<file path="src/rtl/bfp_pkg.sv">
// constants and types shared by the breaker failure pick-up and timer block
package bfp_pkg;

  // program cycle: thresholds, block input and timers advance once per cycle
  localparam int unsigned CLK_HZ     = 125_000_000;
  localparam int unsigned CYCLE_MS   = 5;
  localparam int unsigned CYCLE_CLKS = CLK_HZ / 1000 * CYCLE_MS;

  // fixed reset ratio of the current pick-up, percent of the threshold
  localparam int unsigned RESET_PCT = 97;
  localparam int unsigned FULL_PCT  = 100;

  // setting defaults; phase threshold in 0.01 xIn, residual in 0.001 xIn
  localparam logic [12:0] PH_THR_RST   = 13'h0014;
  localparam logic [15:0] RES_THR_RST  = 16'h04b0;
  localparam int unsigned RETRIP_DLY_MS = 100;
  localparam int unsigned BF_DLY_MS     = 200;
  // delays count program cycles (5 ms steps)
  localparam logic [18:0] RETRIP_DLY_RST = 19'(RETRIP_DLY_MS / CYCLE_MS);
  localparam logic [18:0] BF_DLY_RST     = 19'(BF_DLY_MS / CYCLE_MS);
  localparam logic [18:0] TMR_MAX        = 19'h7_ffff;

  typedef enum logic [1:0] {RES_OFF, RES_FIRST, RES_SECOND, RES_CALC} res_src_t;

  typedef enum logic [3:0] {
    MODE_CUR, MODE_DO, MODE_SIG, MODE_CUR_AND_DO, MODE_CUR_OR_DO,
    MODE_CUR_OR_SIG, MODE_CUR_AND_SIG, MODE_SIG_AND_DO, MODE_SIG_OR_DO,
    MODE_CUR_OR_SIG_OR_DO, MODE_CUR_AND_SIG_AND_DO
  } op_mode_t;

  typedef enum logic [2:0] {LN_ON, LN_BLOCKED, LN_TEST, LN_TEST_BLOCKED, LN_OFF} ln_mode_t;

  typedef enum logic [2:0] {
    COND_NORMAL, COND_START, COND_RETRIP, COND_BF, COND_ON, COND_BLOCKED
  } cond_t;

  typedef enum logic [1:0] {ST_IDLE, ST_START, ST_BLOCKED} st_t;

  // fundamental magnitudes: phases in 0.01 xIn, residuals in 0.001 xIn
  typedef struct packed {
    logic [2:0][15:0] phase;
    logic [15:0]      first_residual_input;
    logic [15:0]      second_residual_input;
    logic [15:0]      computed_residual;
  } meas_t;

  typedef struct packed {
    res_src_t    residual_source_select;
    op_mode_t    op_mode;
    logic [12:0] ph_thr;
    logic [15:0] residual_pickup_threshold;
    logic        retrip_en;
    logic [18:0] retrip_delay;
    logic [18:0] bf_delay;
  } settings_t;

  localparam settings_t SET_RST = '{RES_OFF, MODE_CUR, PH_THR_RST, RES_THR_RST,
                                    1'b1, RETRIP_DLY_RST, BF_DLY_RST};

  typedef struct packed {
    logic [19:0] tick_cnt;
    logic [1:0]  blk_s;
    logic [1:0]  do_s;
    logic [1:0]  sig_s;
    settings_t   set;
    ln_mode_t    ln;
    logic [3:0]  pu;
    st_t         st;
    logic [18:0] tmr;
    logic        start;
    logic        retrip;
    logic        bf;
    logic        blocked;
    cond_t       cond;
  } state_t;

  localparam state_t STATE_RST = '{20'h0_0000, 2'h0, 2'h0, 2'h0, SET_RST, LN_ON,
                                   4'h0, ST_IDLE, 19'h0_0000, 1'b0, 1'b0, 1'b0,
                                   1'b0, COND_NORMAL};

endpackage : bfp_pkg

</file>
<file path="src/rtl/breaker_failure_pickup_timer.sv">
// breaker failure pick-up, block sampling and retrip / breaker failure timers
//
// Summary of operation
// (RULE1) pick-up when any phase exceeds threshold
// (RULE2) release below 97 percent of threshold
// (RULE3) one threshold shared by all phases
// (RULE4) residual source: off, first, second, computed
// (RULE5) mode selects current, relay, signal combinations
// (RULE6) phase threshold 0.01 steps, default 0.20
// (RULE7) residual threshold 0.001 steps, default 1.200
// (RULE8) block input sampled once per cycle
// (RULE9) pick-up unblocked gives start and timing
// (RULE10) pick-up while blocked gives blocked only
// (RULE11) block after start clears start, releases
// (RULE12) block must arrive 5 ms before delay
// (RULE13) both timers start from one pick-up
// (RULE14) retrip plus margins shorter than failure delay
// (RULE15) retrip enable, default on, gates retrip
// (RULE16) retrip after retrip delay, default 0.100 s
// (RULE17) breaker failure after delay, default 0.200 s
// (RULE18) condition status: normal to blocked
// (RULE19) behaviour: on, blocked, test, both, off
// (RULE20) settings change while running, no halt
// (RULE21) current mode: counters clear on drop
// (RULE22) current and relay: halt until relay
// (RULE23) release clears outputs and both timers
`timescale 1ns/100ps
module breaker_failure_pickup_timer #(
  parameter int unsigned CYCLE_CLKS = bfp_pkg::CYCLE_CLKS  // clocks per program cycle
) (
  input  wire logic               clk,                     // 125 MHz clock
  input  wire logic               rst_n,                   // async reset, active low
  input  wire bfp_pkg::meas_t     meas,                    // measured magnitudes
  input  wire bfp_pkg::settings_t settings,                // active setting group
  input  wire bfp_pkg::ln_mode_t  ln_mode,                 // requested block mode
  input  wire logic               block_in,                // block from blocking matrix
  input  wire logic               dout_mon,                // monitored output relay
  input  wire logic               sig_trip,                // monitored binary signals
  output logic                    start,                   // start, level
  output logic                    retrip,                  // redundant coil retrip
  output logic                    breaker_failure_output,  // upstream trip
  output logic                    blocked,                 // blocked, level
  output bfp_pkg::cond_t          condition,               // function condition
  output bfp_pkg::ln_mode_t       behaviour                // operating behaviour
);
  import bfp_pkg::*;

  state_t r;
  state_t n;

  // hysteresis compare: pick up above the threshold, drop below 97 percent of it
  function automatic logic hyst_pu(logic prev, logic [15:0] mag, logic [15:0] thr);
    logic [23:0] m100;
    logic [23:0] t97;
    m100 = 24'(mag) * 24'(FULL_PCT);
    t97  = 24'(thr) * 24'(RESET_PCT);
    if (prev) begin
      hyst_pu = !(m100 < t97);                                     // [RULE2]
    end else begin
      hyst_pu = mag > thr;                                         // [RULE1]
    end
  endfunction : hyst_pu

  // operating mode combination of current, relay and signal criteria
  function automatic logic mode_trig(op_mode_t m, logic cur, logic dov, logic sig);
    unique case (m)
      MODE_CUR:                mode_trig = cur;                    // [RULE21]
      MODE_DO:                 mode_trig = dov;
      MODE_SIG:                mode_trig = sig;
      MODE_CUR_AND_DO:         mode_trig = cur & dov;              // [RULE22]
      MODE_CUR_OR_DO:          mode_trig = cur | dov;
      MODE_CUR_OR_SIG:         mode_trig = cur | sig;
      MODE_CUR_AND_SIG:        mode_trig = cur & sig;
      MODE_SIG_AND_DO:         mode_trig = sig & dov;
      MODE_SIG_OR_DO:          mode_trig = sig | dov;
      MODE_CUR_OR_SIG_OR_DO:   mode_trig = cur | sig | dov;
      MODE_CUR_AND_SIG_AND_DO: mode_trig = cur & sig & dov;
      default:                 mode_trig = 1'b0;                   // undefined code: inert
    endcase
  endfunction : mode_trig

  logic        tick;
  logic [15:0] res_mag;
  logic        cur_pu;
  logic        blk;
  logic        trig;
  logic [3:0]  pu_new;
  logic [15:0] ph_thr16;

  // program cycle strobe; the last clock of each cycle does all the work
  assign tick = r.tick_cnt == 20'(CYCLE_CLKS - 1);

  // residual magnitude from the selected source; off means no residual pick-up
  always_comb begin
    unique case (r.set.residual_source_select)                     // [RULE4]
      RES_FIRST:  res_mag = meas.first_residual_input;
      RES_SECOND: res_mag = meas.second_residual_input;
      RES_CALC:   res_mag = meas.computed_residual;
      RES_OFF:    res_mag = 16'h0000;
    endcase
  end

  // fresh pick-ups for this cycle; kept apart from the next-state copy so the
  // criteria never read back what the next-state process itself writes
  always_comb begin
    for (int i = 0; i < 3; i++) begin
      pu_new[i] = hyst_pu(r.pu[i], meas.phase[i], {3'h0, r.set.ph_thr}); // [RULE1] [RULE3]
    end
    pu_new[3] = (r.set.residual_source_select != RES_OFF)            // [RULE4]
              & hyst_pu(r.pu[3], res_mag, r.set.residual_pickup_threshold);
  end

  // criteria for this cycle, from the freshly computed pick-ups
  assign cur_pu = |pu_new;
  assign blk    = r.blk_s[1] | (r.ln == LN_BLOCKED) | (r.ln == LN_TEST_BLOCKED);
  assign trig   = (r.ln != LN_OFF) & mode_trig(r.set.op_mode, cur_pu, r.do_s[1], r.sig_s[1]);

  // next state; pins pass two flops before the cycle logic reads them
  always_comb begin
    n          = r;
    n.blk_s    = {r.blk_s[0], block_in};
    n.do_s     = {r.do_s[0], dout_mon};
    n.sig_s    = {r.sig_s[0], sig_trip};
    n.tick_cnt = tick ? 20'h0_0000 : r.tick_cnt + 20'h0_0001;
    if (tick) begin
      // settings taken live each cycle; a group change never stops timing
      n.set = settings;                                            // [RULE20]
      n.ln  = ln_mode;                                             // [RULE19]
      n.pu  = pu_new;                                              // [RULE1]
      // block looked at once per cycle only, so it needs one cycle of lead time
      unique case (r.st)                                           // [RULE8] [RULE12]
        ST_IDLE: begin
          if (trig && blk) begin
            n.st = ST_BLOCKED;                                     // [RULE10]
          end else if (trig) begin
            n.st  = ST_START;                                      // [RULE9]
            n.tmr = 19'h0_0000;                                    // [RULE13]
          end
        end
        ST_START: begin
          if (!trig) begin
            n.st  = ST_IDLE;                                       // [RULE23] [RULE21]
            n.tmr = 19'h0_0000;
          end else if (blk) begin
            n.st  = ST_BLOCKED;                                    // [RULE11]
            n.tmr = 19'h0_0000;
          end else if (r.tmr != TMR_MAX) begin
            n.tmr = r.tmr + 19'h0_0001;                            // [RULE13]
          end
        end
        ST_BLOCKED: begin
          if (!trig) begin
            n.st = ST_IDLE;
          end
        end
      endcase
    end
    // outputs follow the state and the shared timer
    n.start   = n.st == ST_START;
    n.blocked = n.st == ST_BLOCKED;
    n.retrip  = n.start & n.set.retrip_en & (n.tmr >= n.set.retrip_delay); // [RULE15] [RULE16]
    n.bf      = n.start & (n.tmr >= n.set.bf_delay);               // [RULE17]
    // on: a current element is up but the mode combination or behaviour off still holds timing
    if (n.bf) begin
      n.cond = COND_BF;                                            // [RULE18]
    end else if (n.retrip) begin
      n.cond = COND_RETRIP;
    end else if (n.start) begin
      n.cond = COND_START;
    end else if (n.blocked) begin
      n.cond = COND_BLOCKED;
    end else if (|n.pu) begin
      n.cond = COND_ON;
    end else begin
      n.cond = COND_NORMAL;
    end
  end

  // single state register
  always_ff @(posedge clk or negedge rst_n) begin
    if (!rst_n) begin
      r <= STATE_RST;                                              // [RULE6] [RULE7]
    end else begin
      r <= n;
    end
  end

  assign start                  = r.start;
  assign retrip                 = r.retrip;
  assign breaker_failure_output = r.bf;
  assign blocked                = r.blocked;
  assign condition              = r.cond;
  assign behaviour              = r.ln;

  // helper for the hysteresis check on phase one
  logic ph0_below;
  assign ph0_below = 24'(meas.phase[0]) * 24'(FULL_PCT)
                   < 24'({3'h0, r.set.ph_thr}) * 24'(RESET_PCT);

  // threshold widened to the magnitude width for the checks below
  assign ph_thr16 = {3'h0, r.set.ph_thr};
endmodule : breaker_failure_pickup_timer

</file>
<file path="config.mk">
export PLATFORM = sky130hd
export DESIGN_NAME = breaker_failure_pickup_timer
export DESIGN_NICKNAME = d
export VERILOG_FILES = /design/src/rtl/bfp_pkg.sv /design/src/rtl/breaker_failure_pickup_timer.sv
export SDC_FILE = /design/constraint.sdc
export NUM_CORES = 1
export LEC_CHECK = 0
export ABC_AREA = 1
export BUFFER_PORTS_ARGS = -buffer_cell sky130_fd_sc_hd__buf_2
export CAP_MARGIN = 20
export CORE_ASPECT_RATIO = 0.5
export CORE_MARGIN = 1.5
export CORE_UTILIZATION = 35
export DETAILED_ROUTE_END_ITERATION = 7
export SETUP_SLACK_MARGIN = 0.2
export SLEW_MARGIN = 20
export SYNTH_ARGS = -nofsm -noshare
export SYNTH_HDL_FRONTEND = slang
export SYNTH_SLANG_ARGS = --single-unit
</file>
<file path="constraint.sdc">
create_clock -name clk -period 10.45 [get_ports clk]
set_input_delay 0 -clock clk [delete_from_list [all_inputs] [get_ports clk]]
set_output_delay 0 -clock clk [all_outputs]
set_load 0.02 [all_outputs]
</file>
==> impl_metrics.env <==
export IMPL_status="finished clean"
export IMPL_ys_types=56
export IMPL_grt_pass1_wl_mm=88.95
export IMPL_antenna_found_initial=6
export IMPL_fin_util_pct=41.04
export IMPL_yosys_register_bits=135
export IMPL_wire_per_inst_um=14.24
export IMPL_cp_arrival_ns=9.35
export IMPL_hold_viol_final=0
export IMPL_setup_viol=0
export IMPL_cp_data_required_time_ns=10.77
export IMPL_vias=18320
export IMPL_dieWidth_um=344.2
export IMPL_fin_crit_ns=9.023
export IMPL_grt_overflow=0
export IMPL_die_height_um=173.6
export IMPL_path_clk_slew_ns=0.07
export IMPL_setup_tns_ns=0
export IMPL_postCtsHoldBufs=81
export IMPL_post_cts_resized=0
export IMPL_cts_setup_buffers=0
export IMPL_yosys_warnings=0
export IMPL_die_area_um2=59740
export IMPL_synth_area_um2=20370
export IMPL_setup_ws_ns=1.427
export IMPL_vias_per_cell=4.827
export IMPL_initial_core_util_pct=35.48
export IMPL_core_um2=57410
export IMPL_r2r_end="condition[0]"
export IMPL_path_class="flip-flop to flip-flop"
export IMPL_drt_iter0_markers=798
export IMPL_clock_latency_ns=0.44
export IMPL_dp_slack_ns=1.514
export IMPL_worstReg2RegStart="r[108]"
export IMPL_synth_seq_area_share_pct=16.65
export IMPL_drtAntennaViolNets=0
export IMPL_p_leak_nw=13.64
export IMPL_fin_crit_sh_pct=86.34
export IMPL_synth_edf_count=0
export IMPL_cts_path_max_buffers=2
export IMPL_cp_top_family="simple AND/OR/NAND/NOR gates"
export IMPL_dp_cells=3679
export IMPL_clock_sinks=135
export IMPL_async_flop_share_pct=100.0
export IMPL_h_tree_depth=4
export IMPL_synth_top_cell_area_share_pct=31.76
export IMPL_slowest_stage="nor2_1"
export IMPL_io_pins=188
export IMPL_r2r_setup_slack_ns=1.43
export IMPL_syn_nets=3509
export IMPL_port_buffers=187
export IMPL_cts_tree="built"
export IMPL_final_cell_mix="nand2_1, inv_1, ha_1"
export IMPL_place_gp_congestion=0.9155
export IMPL_path_buf_inv=6
export IMPL_final_cell_area_um2=23560
export IMPL_placed_area_um2=22130
export IMPL_hold_slack_ns=0.1411
export IMPL_dp_hpwl_mm=44.30
export IMPL_synth_main_ff_cell="dfrtp_1"
export IMPL_grt_pass1_vias=17980
export IMPL_worstHoldPathType="input pin to async pin"
export IMPL_nets=3763
export IMPL_drv_cap=0
export IMPL_rr_worst_depth=52
export IMPL_startpoint_type="flip-flop"
export IMPL_numCtsBuffers=17
export IMPL_crit_path_end_kind="flip-flop"
export IMPL_finalMaxSlewViolations=0
export IMPL_cp_max_fo=21
export IMPL_cellPowerDensity_nw_per_um2=97.68
export IMPL_postSynthAreaPerCell_um2=7.388
export IMPL_drive_above_1_share_pct=8.862
export IMPL_rsz0062_at_grt="no"
export IMPL_peakVddDrop_uv=90.00
export IMPL_crit_top_cell="nand2_1"
export IMPL_cts_root_buffer="clkbuf_16"
export IMPL_dr_pass1_iters=5
export IMPL_grt_start_max_net_pins=82
export IMPL_fin_skew_ns=0.01163
export IMPL_synth_area_leaders="ha_1, dfrtp_1, nand2_1"
export IMPL_area_delta_synth_final_pct=15.68
export IMPL_row_count=62
export IMPL_wl_mm=54.05
export IMPL_fmax_mhz=110.8
export IMPL_grt_usage_pct=18.46
export IMPL_synth_area_leader_cell="ha_1"
export IMPL_synthCells=2757
export IMPL_finalPower_mw=2.302
export IMPL_slew_headroom_pct=39.52
export IMPL_drcViolationCount=0
export IMPL_slowest_delay_ns=0.62
export IMPL_worst_slew_pin_slew_ns=0.9039
export IMPL_fin_cells=3795
export IMPL_layout_commonest_cell="nand2_1"
==> power by group <==
| group | internal (mW) | total, mW | switching [mW] |
|---|---|---|---|
| clock | 0.351 | 0.652 | 0.301 |
| sequential | 0.523 | 0.524 | 0.000602 |
| combinational | 0.463 | 1.13 | 0.662 |
==> metal layers <==
metal	GRT usage [%]	vias up	wire, um
li1	-	9468	-
met1	23.29	8532	24700
met2	33.52	262	26900
met3	1.546	55	1340
met4	5.026	0	1114
met5	0	-	0
==> registers in the layout, indices dropped and copies added (netlist names) <==
| name | flops |
|---|---|
| breaker_failure_output | 1 |
| r | 109 |
| start | 1 |
| n | 3 |
| retrip | 1 |
| condition | 3 |
| behaviour | 3 |
| blocked | 1 |
| ph_thr16 | 13 |
==> synthesized netlist by cell type, types with 10 or more instances <==
cell / instances
nor3_1: 35
ha_1: 517
inv_1: 568
clkbuf_1: 23
dfstp_2: 11
dfrtp_1: 124
nor2_1: 137
a31oi_1: 15
nand4_1: 44
a21oi_1: 179
o21a_1: 10
xor2_1: 62
o21ai_0: 99
nand3_1: 103
fa_1: 57
xnor2_1: 36
nor4_1: 13
nand2_1: 602
==> cell families (layout without fill, tap and decap cells) <==
family | after synthesis | after routing | share of synthesized area, %
other | 0 | 3 | 0
xor gates and xnor gates | 98 | 98 | 4.214
and+or+nand+nor | 982 | 982 | 20.46
buffers and inverters | 611 | 878 | 11.52
adders and majority gates | 574 | 574 | 37.36
AOI/OAI and AO/OA | 357 | 357 | 9.798
DFF | 135 | 135 | 16.65
==> final cells by class <==
class	instances	area [um2]
inverters	572	2150
clock buffers	18	439.2
diodes	3	7.507
repair buffers	274	1798
well taps	768	960.9
clock inverters	14	178.9
fillers	5959	33840
flip-flops and latches	135	3392
multi-input cells	2011	14640
==> worst max path at each step <==
stage               slack, ns      endpoint    from  cells past startpoint
finish                   1.43  condition[0]  r[108]                     52
global route             0.33  condition[0]  r[108]                     52
CTS                      1.51  condition[0]  r[108]                     52
detailed placement       1.51  condition[0]  r[108]                     52
global placement         1.80  condition[0]  r[108]                     52
floorplan                3.27  condition[0]  r[108]                     55
(Power assumes the default switching activity.)
